==> config.mk <==
export PLATFORM = sky130hd
export DESIGN_NAME = hpc_device_flat
export DESIGN_NICKNAME = d
export VERILOG_FILES = /design/src/verilog/hpc_pkg.sv /design/src/verilog/hpc_link_if.sv /design/src/verilog/hpc_device.sv /design/src/flat_wrapper.sv
export SDC_FILE = /design/constraint.sdc
export NUM_CORES = 1
export LEC_CHECK = 0
export ABC_AREA = 1
export BUFFER_PORTS_ARGS = -buffer_cell sky130_fd_sc_hd__buf_2
export CAP_MARGIN = 20
export CELL_PAD_IN_SITES_DETAIL_PLACEMENT = 2
export CELL_PAD_IN_SITES_GLOBAL_PLACEMENT = 2
export CORE_UTILIZATION = 34
export CTS_BUF_LIST = sky130_fd_sc_hd__clkbuf_16
export DETAILED_ROUTE_END_ITERATION = 16
export PLACE_DENSITY = 0.95
export SLEW_MARGIN = 40
export SYNTH_ARGS = -nofsm -noshare
export SYNTH_HDL_FRONTEND = slang
export SYNTH_SLANG_ARGS = --single-unit
==> constraint.sdc <==
create_clock -name sys_clk -period 3.2 [get_ports sys_clk]
set_input_delay 0.16 -clock sys_clk [delete_from_list [all_inputs] [get_ports sys_clk]]
set_output_delay 0.16 -clock sys_clk [all_outputs]
set_load 0.005 [all_outputs]
==> src/verilog/hpc_pkg.sv <==
/*
  Shared constants and types for the host port pin-control link: access-control codes,
  register selection and reset values.
  Assumes both ends run on one 50 MHz device clock.
*/
package hpc_pkg;

  // Access-control code, high bit then low bit
  typedef enum logic [1:0] {
    HPC_SEL_CONTROL = 2'h0,
    HPC_SEL_DATA_INC = 2'h1,
    HPC_SEL_ADDRESS = 2'h2,
    HPC_SEL_DATA = 2'h3
  } hpc_sel_t;

  localparam int unsigned HPC_CLK_MHZ     = 50;
  localparam int unsigned HPC_DATA_W      = 8;
  localparam int unsigned HPC_ADDR_W      = 16;
  localparam logic        HPC_DIR_READ    = 1'h1;
  localparam logic        HPC_DIR_WRITE   = 1'h0;
  localparam logic        HPC_READY_RESET = 1'h1;
  localparam logic [15:0] HPC_WORD_RESET  = 16'h0000;
  localparam logic [15:0] HPC_ADDR_ONE    = 16'h0001;

endpackage : hpc_pkg

==> src/verilog/hpc_link_if.sv <==
/*
  Pin bundle between an external host and the host port pin-control end.
  Two-way data pins are carried as separate signals per direction; each end reads the other's signal directly.
*/
`timescale 1ns/10ps
interface hpc_link_if;
  logic                          port_select_n;
  logic                          read_write_sel;
  logic                          access_ctrl_lo;
  logic                          access_ctrl_hi;
  logic                          byte_ident_in;
  logic                          address_strobe_in;
  logic                          data_strobe_one;
  logic                          data_strobe_two;
  logic [hpc_pkg::HPC_DATA_W-1:0] host_data;
  logic [hpc_pkg::HPC_DATA_W-1:0] port_data;
  logic                          port_data_oe;
  logic                          port_ready_out;
  logic                          port_ready_oe;

  modport device (
    input  port_select_n, read_write_sel, access_ctrl_lo, access_ctrl_hi, byte_ident_in,
    input  address_strobe_in, data_strobe_one, data_strobe_two, host_data,
    output port_data, port_data_oe, port_ready_out, port_ready_oe
  );
  modport host (
    output port_select_n, read_write_sel, access_ctrl_lo, access_ctrl_hi, byte_ident_in,
    output address_strobe_in, data_strobe_one, data_strobe_two, host_data,
    input  port_data, port_data_oe, port_ready_out, port_ready_oe
  );
endinterface : hpc_link_if

==> src/verilog/hpc_device.sv <==
/*
  Device end of the host port: samples the control pins, decodes the target register,
  and carries out byte-pair reads and writes of control, address and data words.
  Assumes host pins are synchronous to sys_clk and the core side is a simple word port.
*/
// Functional notes
// - Byte-ident pin used only if strap high
// - Host marks first or second byte
// - Decode access code into target register
// - After reset control pins are inputs
// - Selected only while select low
// - Host waits for reset release
// - Read/write pin sets transfer direction
// - Address strobe latches address, multiplexed only
// - Ready output high after reset
// - Port disabled, outputs float when enable low
// - Host moves data with data strobes
`timescale 1ns/10ps
module hpc_device (
  // Clock and reset
  input  wire logic                              sys_clk,
  input  wire logic                              rst_b,
  // Straps and enable
  input  wire logic                              strap_select_pin,
  input  wire logic                              port_enable_in,
  // Host pins
  hpc_link_if.device                             link,
  // Core side
  input  wire logic [hpc_pkg::HPC_ADDR_W-1:0]     core_rdata,
  output logic      [hpc_pkg::HPC_ADDR_W-1:0]     core_addr,
  output logic      [hpc_pkg::HPC_ADDR_W-1:0]     core_wdata,
  output logic                                   core_wr,
  output logic                                   core_rd,
  output logic      [hpc_pkg::HPC_ADDR_W-1:0]     port_control_reg,
  output logic                                   mux_mode
);

  typedef enum logic [0:0] {
    HPC_ST_IDLE = 1'h0,
    HPC_ST_BUSY = 1'h1
  } hpc_dev_st_t;

  // Strap capture
  logic        strap_seen;
  logic        next_mux_mode;
  logic        strap_done;
  logic        next_strap_done;

  // Strobe edge and byte pairing
  logic        strobe_d;
  logic        strobe_now;
  logic        byte_sel;
  logic        first_byte;
  logic [7:0]  low_hold;
  logic [7:0]  next_low_hold;

  // Host-visible registers
  logic [15:0] port_address_reg;
  logic [15:0] next_address;
  logic [15:0] port_data_reg;
  logic [15:0] next_data;
  logic [15:0] next_control;

  // Next values of registered pins
  logic [7:0]  next_port_data;
  logic        next_port_data_oe;
  logic        next_ready;
  logic        next_ready_oe;

  // Core side and engine state
  logic        next_wr;
  logic        next_rd;
  logic [15:0] next_core_addr;
  hpc_dev_st_t state;
  hpc_dev_st_t next_state;
  hpc_pkg::hpc_sel_t sel;

  assign strap_seen = strap_select_pin;
  // Strobe is active when either data strobe is low; both low still counts as one strobe
  assign strobe_now = ~(link.data_strobe_one & link.data_strobe_two);
  // Without the strap the byte-ident pin is ignored and bytes alternate by count
  assign byte_sel   = mux_mode ? link.byte_ident_in : first_byte;
  assign sel        = hpc_pkg::hpc_sel_t'({link.access_ctrl_hi, link.access_ctrl_lo});
  // The data register doubles as the core write word, so no second copy is kept
  assign core_wdata = port_data_reg;

  // Strap capture once, on the first clock after reset release
  always_comb begin
    next_strap_done = 1'h1;
    next_mux_mode   = strap_done ? mux_mode : strap_seen;
  end

  // Strap flops; the captured mode sticks until the next reset
  always_ff @(posedge sys_clk or negedge rst_b) begin
    if (!rst_b) begin
      strap_done <= 1'h0;
      mux_mode   <= 1'h0;
    end else begin
      strap_done <= next_strap_done;
      mux_mode   <= next_mux_mode;
    end
  end

  // Access engine: one byte per falling strobe edge, word completes on second byte
  always_comb begin
    next_state        = state;
    next_address      = port_address_reg;
    next_data         = port_data_reg;
    next_control      = port_control_reg;
    next_low_hold     = low_hold;
    next_port_data    = link.port_data;
    next_port_data_oe = 1'h0;
    next_ready        = hpc_pkg::HPC_READY_RESET;
    next_ready_oe     = port_enable_in;
    next_wr           = 1'h0;
    next_rd           = 1'h0;
    next_core_addr    = core_addr;
    // Address strobe is only honoured with the multiplexed strap;
    // an address-register write in the same cycle overrides it
    if (mux_mode && !link.address_strobe_in && port_enable_in && !link.port_select_n) begin
      next_address = {port_address_reg[7:0], link.host_data};
    end
    // Drive read data only while selected, enabled, reading and strobing
    if (port_enable_in && !link.port_select_n && link.read_write_sel == hpc_pkg::HPC_DIR_READ
        && strobe_now) begin
      next_port_data_oe = 1'h1;
      unique case (sel)
        hpc_pkg::HPC_SEL_CONTROL: next_port_data = byte_sel ? port_control_reg[15:8] : port_control_reg[7:0];
        hpc_pkg::HPC_SEL_ADDRESS: next_port_data = byte_sel ? port_address_reg[15:8] : port_address_reg[7:0];
        hpc_pkg::HPC_SEL_DATA_INC,
        hpc_pkg::HPC_SEL_DATA:    next_port_data = byte_sel ? core_rdata[15:8] : core_rdata[7:0];
      endcase
    end
    // Falling edge of the strobe pair takes one byte
    if (port_enable_in && !link.port_select_n && strobe_now && !strobe_d) begin
      // Core address is the one in force before any increment
      next_core_addr = port_address_reg;
      // First byte is parked until its partner arrives
      if (!byte_sel) begin
        next_low_hold = link.host_data;
        next_state    = hpc_dev_st_t'(HPC_ST_BUSY);
      end else begin
        next_state = HPC_ST_IDLE;
        // Word is {second byte, first byte}; registers change only on the second byte
        if (link.read_write_sel == hpc_pkg::HPC_DIR_WRITE) begin
          unique case (sel)
            hpc_pkg::HPC_SEL_CONTROL: next_control = {link.host_data, low_hold};
            hpc_pkg::HPC_SEL_ADDRESS: next_address = {link.host_data, low_hold};
            hpc_pkg::HPC_SEL_DATA_INC,
            hpc_pkg::HPC_SEL_DATA: begin
              next_data = {link.host_data, low_hold};
              next_wr   = 1'h1;
            end
          endcase
        end else if (sel == hpc_pkg::HPC_SEL_DATA_INC || sel == hpc_pkg::HPC_SEL_DATA) begin
          next_rd = 1'h1;
        end
        // Step the address after the access, so the next word lands one higher
        if (sel == hpc_pkg::HPC_SEL_DATA_INC) begin
          next_address = port_address_reg + hpc_pkg::HPC_ADDR_ONE;
        end
      end
    end
    // A disable drops a half-finished word only without the strap; with it the parked first byte still pairs with the next second byte
    if (!port_enable_in) begin
      next_state = HPC_ST_IDLE;
    end
  end

  // Engine registers; every host-facing pin changes only here, so the host sees clean levels.
  // Read data holds after the strobe ends, so the host can take it a cycle later.
  always_ff @(posedge sys_clk or negedge rst_b) begin
    if (!rst_b) begin
      state             <= HPC_ST_IDLE;
      strobe_d          <= 1'h0;
      port_address_reg  <= hpc_pkg::HPC_WORD_RESET;
      port_data_reg     <= hpc_pkg::HPC_WORD_RESET;
      port_control_reg  <= hpc_pkg::HPC_WORD_RESET;
      low_hold          <= 8'h00;
      link.port_data    <= 8'h00;
      link.port_data_oe <= 1'h0;
      link.port_ready_out <= hpc_pkg::HPC_READY_RESET;
      link.port_ready_oe  <= 1'h0;
      core_wr           <= 1'h0;
      core_rd           <= 1'h0;
      core_addr         <= hpc_pkg::HPC_WORD_RESET;
    end else begin
      state             <= next_state;
      strobe_d          <= strobe_now;
      port_address_reg  <= next_address;
      port_data_reg     <= next_data;
      port_control_reg  <= next_control;
      low_hold          <= next_low_hold;
      link.port_data    <= next_port_data;
      link.port_data_oe <= next_port_data_oe;
      link.port_ready_out <= next_ready;
      link.port_ready_oe  <= next_ready_oe;
      core_wr           <= next_wr;
      core_rd           <= next_rd;
      core_addr         <= next_core_addr;
    end
  end

  // Non-multiplexed byte order: a parked first byte makes the next strobe the second.
  // A stray strobe therefore shifts the pairing until a disable or reset.
  assign first_byte = (state == HPC_ST_BUSY); // Second byte follows a held first byte

endmodule : hpc_device

==> src/flat_wrapper.sv <==
// flat-port wrapper written by rule: the top's interface ports become plain ports
module hpc_device_flat 
  (sys_clk, rst_b, strap_select_pin, port_enable_in, core_rdata, core_addr, core_wdata, core_wr, core_rd, port_control_reg, mux_mode, link_port_select_n, link_read_write_sel, link_access_ctrl_lo, link_access_ctrl_hi, link_byte_ident_in, link_address_strobe_in, link_data_strobe_one, link_data_strobe_two, link_host_data, link_port_data, link_port_data_oe, link_port_ready_out, link_port_ready_oe);
  hpc_link_if link_i ();
  input  wire logic sys_clk;
  input  wire logic rst_b;
  input  wire logic strap_select_pin;
  input  wire logic port_enable_in;
  input  wire logic [hpc_pkg::HPC_ADDR_W-1:0] core_rdata;
  output logic      [hpc_pkg::HPC_ADDR_W-1:0] core_addr;
  output logic      [hpc_pkg::HPC_ADDR_W-1:0] core_wdata;
  output logic core_wr;
  output logic core_rd;
  output logic      [hpc_pkg::HPC_ADDR_W-1:0] port_control_reg;
  output logic mux_mode;
  input wire logic [$bits(link_i.port_select_n)-1:0] link_port_select_n;
  input wire logic [$bits(link_i.read_write_sel)-1:0] link_read_write_sel;
  input wire logic [$bits(link_i.access_ctrl_lo)-1:0] link_access_ctrl_lo;
  input wire logic [$bits(link_i.access_ctrl_hi)-1:0] link_access_ctrl_hi;
  input wire logic [$bits(link_i.byte_ident_in)-1:0] link_byte_ident_in;
  input wire logic [$bits(link_i.address_strobe_in)-1:0] link_address_strobe_in;
  input wire logic [$bits(link_i.data_strobe_one)-1:0] link_data_strobe_one;
  input wire logic [$bits(link_i.data_strobe_two)-1:0] link_data_strobe_two;
  input wire logic [$bits(link_i.host_data)-1:0] link_host_data;
  output wire logic [$bits(link_i.port_data)-1:0] link_port_data;
  output wire logic [$bits(link_i.port_data_oe)-1:0] link_port_data_oe;
  output wire logic [$bits(link_i.port_ready_out)-1:0] link_port_ready_out;
  output wire logic [$bits(link_i.port_ready_oe)-1:0] link_port_ready_oe;
  assign link_i.port_select_n = link_port_select_n;
  assign link_i.read_write_sel = link_read_write_sel;
  assign link_i.access_ctrl_lo = link_access_ctrl_lo;
  assign link_i.access_ctrl_hi = link_access_ctrl_hi;
  assign link_i.byte_ident_in = link_byte_ident_in;
  assign link_i.address_strobe_in = link_address_strobe_in;
  assign link_i.data_strobe_one = link_data_strobe_one;
  assign link_i.data_strobe_two = link_data_strobe_two;
  assign link_i.host_data = link_host_data;
  assign link_port_data = link_i.port_data;
  assign link_port_data_oe = link_i.port_data_oe;
  assign link_port_ready_out = link_i.port_ready_out;
  assign link_port_ready_oe = link_i.port_ready_oe;
  hpc_device u_core (.sys_clk(sys_clk), .rst_b(rst_b), .strap_select_pin(strap_select_pin), .port_enable_in(port_enable_in), .link(link_i), .core_rdata(core_rdata), .core_addr(core_addr), .core_wdata(core_wdata), .core_wr(core_wr), .core_rd(core_rd), .port_control_reg(port_control_reg), .mux_mode(mux_mode));
endmodule
# Word level (Yosys, flattened, before mapping)
# Index checks and enable logic that the tools add are counted.
# op_classes
n_mux,23
eq_ne,4
n_reduce_logical,17
add_sub_neg,1
bitwise,4
# op_table
op,count
$mux 16,6
$mux 8,3
$pmux 8 s3,1
$add 16x1->16 const B,1
$mux 1,13
$logic_and 1x1->1,8
$reduce_and 4->1,2
$eq 2x2->1 const B,2
$logic_not 1->1,3
$not 1->1,3
$eq 2x1->1 const B,1
$logic_not 2->1,1
$ne 2x1->1 const B,1
$reduce_and 2->1,1
$reduce_or 2->1,1
$and 1x1->1,1
$logic_or 1x1->1,1
# totals
elab_cells,63
out_inout_bits,62
register_bits,88
inputBits,36

# Longest topological paths before layout
# logic_depth
word_depth,10
depth_mapped,10
ltp_nobuf,10

# Least setup slack after synthesis
# OpenSTA, ideal clock, no wires.
# synth_path
path_type,register to register
from,register u_core.mux_mode
to,register u_core.port_control_reg[3] (netlist name)
stages_incl_launch_ff,8
path_buffers,1
slack_ns,1.738
setup_time_ns,0.118
t_required_ns,3.082
t_arrival_ns,1.344
period_less_slack_ns,1.462
path_cell_list,dfrtp_1 > o21ai_2 > nand2_4 > inv_6 > nand3_4 > buf_4 > nand2_1 > o21ai_2
# synth_between
elab_chain_len,2
# synth_lines
element,line,rtl
start: declaration,hpc_device.sv:35,output logic mux_mode
start signal: assignment,hpc_device.sv:100,mux_mode <= next_mux_mode;
$mux 1,hpc_device.sv:82,assign byte_sel = mux_mode ? link.byte_ident_in : first_byte;
$reduce_and 4->1 (no source line),-,
end signal: assignment,hpc_device.sv:178,port_control_reg <= hpc_pkg::HPC_WORD_RESET;
end signal: assignment,hpc_device.sv:192,port_control_reg <= next_control;
end: declaration,hpc_device.sv:34,"output logic [hpc_pkg::HPC_ADDR_W-1:0] port_control_reg,"
# Every way passes these cells.
# A chain may end at the register's enable or synchronous reset.

# Final worst setup path
# layout_path
from,register u_core.mux_mode
to,"register u_core.port_data_reg[13], in the netlist u_core.core_wdata[13]"
# layout_between
elab_chain_len,2
# layout_lines
element,line,rtl
$mux 1,hpc_device.sv:82,
$reduce_and 4->1 (no source line),-,
end signal: assignment,hpc_device.sv:177,port_data_reg <= hpc_pkg::HPC_WORD_RESET;
end signal: assignment,hpc_device.sv:191,port_data_reg <= next_data;
end: declaration,hpc_device.sv:60,logic [15:0] port_data_reg;
# Every way passes these cells.

==> out/qor.txt <==
Status: finished clean
Hold Crit Depth: 2
Initial DRC Count: 246
Synthesized area per cell: 7.86 um^2
R2R Path End: u_core.core_wdata[13]
Worst Reg-to-Reg Cells: 8
Die Ht: 118 um
Asr flop ratio synth: 100%
Post-route minimum period: 2170 ps
CTS Buf Count: 9
Vias per cell: 5.30
Setup-failing EPs final: 0
Top-Level Pins: 98
Final instance area: 0.00549 mm^2
Crit path kind: flop to flop
Ys flop type: dfrtp_1
Root Driver: clkbuf_16
Ant diodes: 0
Deepest clock path buffer count: 2
Sequence of cells on the critical path: nand2_1, o21ai_2, buf_4, nand2_4, inv_6, nand3_4, nand2_1, o21ai_2
Most frequent cells in the layout: nand2_1, buf_2, dfrtp_1
Number of synthesized register bits: 88
Total grt overflow: 0
Largest fanout on the critical path: 33
Count of different cell masters after synthesis: 30
Req. time, crit path: 3420 ps
First-pass GRT wire length: 29.5 mm
Final hold viol count: 0
Max-cap viol count: 0
EDFF count, synth: 0
CP arrival: 2390 ps
Cells after synthesis: 585
Hold endpoint: u_core.strobe_d
Slowest stage cell, crit path: dfrtp_1
Cts repair resizes: 0
Mapped Area: 0.00460 mm^2
Period utilization: 67.7%
Post-CTS Setup Bufs: 0
Hold Path Class: primary input to flop
Routed Antenna Nets: 0
Worst VDD drop: 0.236 mV
Detailed Place HPWL: 13.5 mm
Aggregate routed wire length: 18.7 mm
Area growth syn-to-layout: 19.4%
Commonest non-fill, non-tap cell in the layout: nand2_1
Skew-Pair Late Insertion Delay: 360 ps
Core area: 0.0132 mm^2
FP Rows: 42
Max-slew violation count: 0
Gpl congestion: 0.894
P_leak: 2.82 nW
Placed cell areas: 0.00519 mm^2
Placed Cells: 839
Width of the die: 118 um
Final setup skew: 6.35 ps
Total chip power: 3.42 mW
Avg WL per Cell: 21.9 um
Initial antenna violation count: 0
Crit-path max cell delay: 430 ps
Largest net degree at the start of global routing: 50
Startpoint types: flop
Worst-Margin Slew: 755 ps
Clk pin slew, worst setup/hold paths: 70 ps
Htree depth: 3
Setup TNS Final: 0 ps
Via Count: 4537
Drt pass-1 iters: 4
Yosys warnings: 0
Seq/Total Area, Yosys: 47.9%
Util after Layout: 41.5%
# DRC: 0
Port buffer count: 96
Hold Startpoint: link_data_strobe_two
R2R setup slack: 1030 ps
Sink Count: 88
Layout cells sized above 1: 24.7%
Initial Util: 34.7%
DIE AREA: 0.0140 mm^2
All-Layer GR Usage: 28.2%
Fin nets: 713
Final std cells w/o fill: 856
Crit. End Element: flop
Achievable Freq: 462 MHz
Slew margin rel.: 49.6%
RSZ-0062 raised after global routing: no
Pwr/cell area: 623 mW/mm^2
Reg2Reg Launch Point: u_core.mux_mode
Cts hold-fix bufs: 2
CTS tree: yes
Vias in the first global route: 5124
power breakdown:
part	switching, mW	internal, mW
Clock	0.478	0.599
Combinational	0.573	0.280
Sequential	0.192	1.30
Total	1.24	2.18
synthesized netlist by cell type, types with 4 or more instances:
cell / instances / area share (%)
a21oi_1: 22 / 2.4
clkbuf_1: 6 / 0.49
o21ai_0: 58 / 6.3
o21ai_2: 23 / 4.4
dfrtp_1: 88 / 48
buf_2: 7 / 0.76
inv_1: 44 / 3.6
inv_2: 8 / 0.65
nand3_1: 25 / 2.7
buf_4: 4 / 0.65
o22ai_1: 5 / 0.68
nand2_1: 184 / 15
buf_6: 5 / 1.2
nor2_1: 52 / 4.2
nand2_2: 11 / 1.5
o21ai_1: 17 / 1.8
critical path: cells and delay by family, from the launching register on:
family	cells	cell delay (ps)
AO/OA/AOI/OAI	2	170
flip-flops	1	430
buffers and inverters	2	460
AND/OR/NAND/NOR	4	940
worst max-delay path by stage:
stage | from | to | slack, ps | depth (start not counted)
2_1_floorplan | u_core.mux_mode | u_core.port_control_reg[3] | 1740 | 7
3_3_place_gp | u_core.mux_mode | u_core.core_wdata[13] | 1300 | 7
3_5_place_dp | u_core.mux_mode | u_core.core_wdata[10] | 1100 | 8
4_1_cts | u_core.mux_mode | u_core.core_wdata[13] | 1040 | 8
5_1_grt | port_enable_in | u_core.core_wdata[10] | 890 | 11
6_report | u_core.mux_mode | u_core.core_wdata[13] | 1030 | 8
cells by family after synthesis:
logic type	synth area share [%]
buffers and inverters	7.56
adder cells (fa/ha/maj)	0.272
AND/OR/NAND/NOR	27.1
AO/OA/AOI/OAI	16.5
flip-flops	47.9
other	0.0815
XOR/XNOR	0.571
stage by stage:
step / worst slack (ps) / hold slack (ps)
detailed placement: 1100 / 236
global placement: 1300 / 201
CTS: 1040 / 34.0
floorplan: 1740 / -136
global route: 892 / 39.9
finish: 1030 / 35.3
layer usage:
layer  track usage, %  share of wire (%)
met5                0                  0
met4             13.3                3.7
met3             4.05                4.2
met2             48.3                 50
met1             34.9                 42
layout make-up:
cell class | count | area [um^2]
clock inverter | 6 | 62.6
multi-input combinational | 423 | 2050
tap | 176 | 220
timing repair buffer | 101 | 526
clock buffer | 9 | 225
inverter | 53 | 204
fill | 1553 | 7750
sequential | 88 | 2200
(Power assumes the default switching activity.)
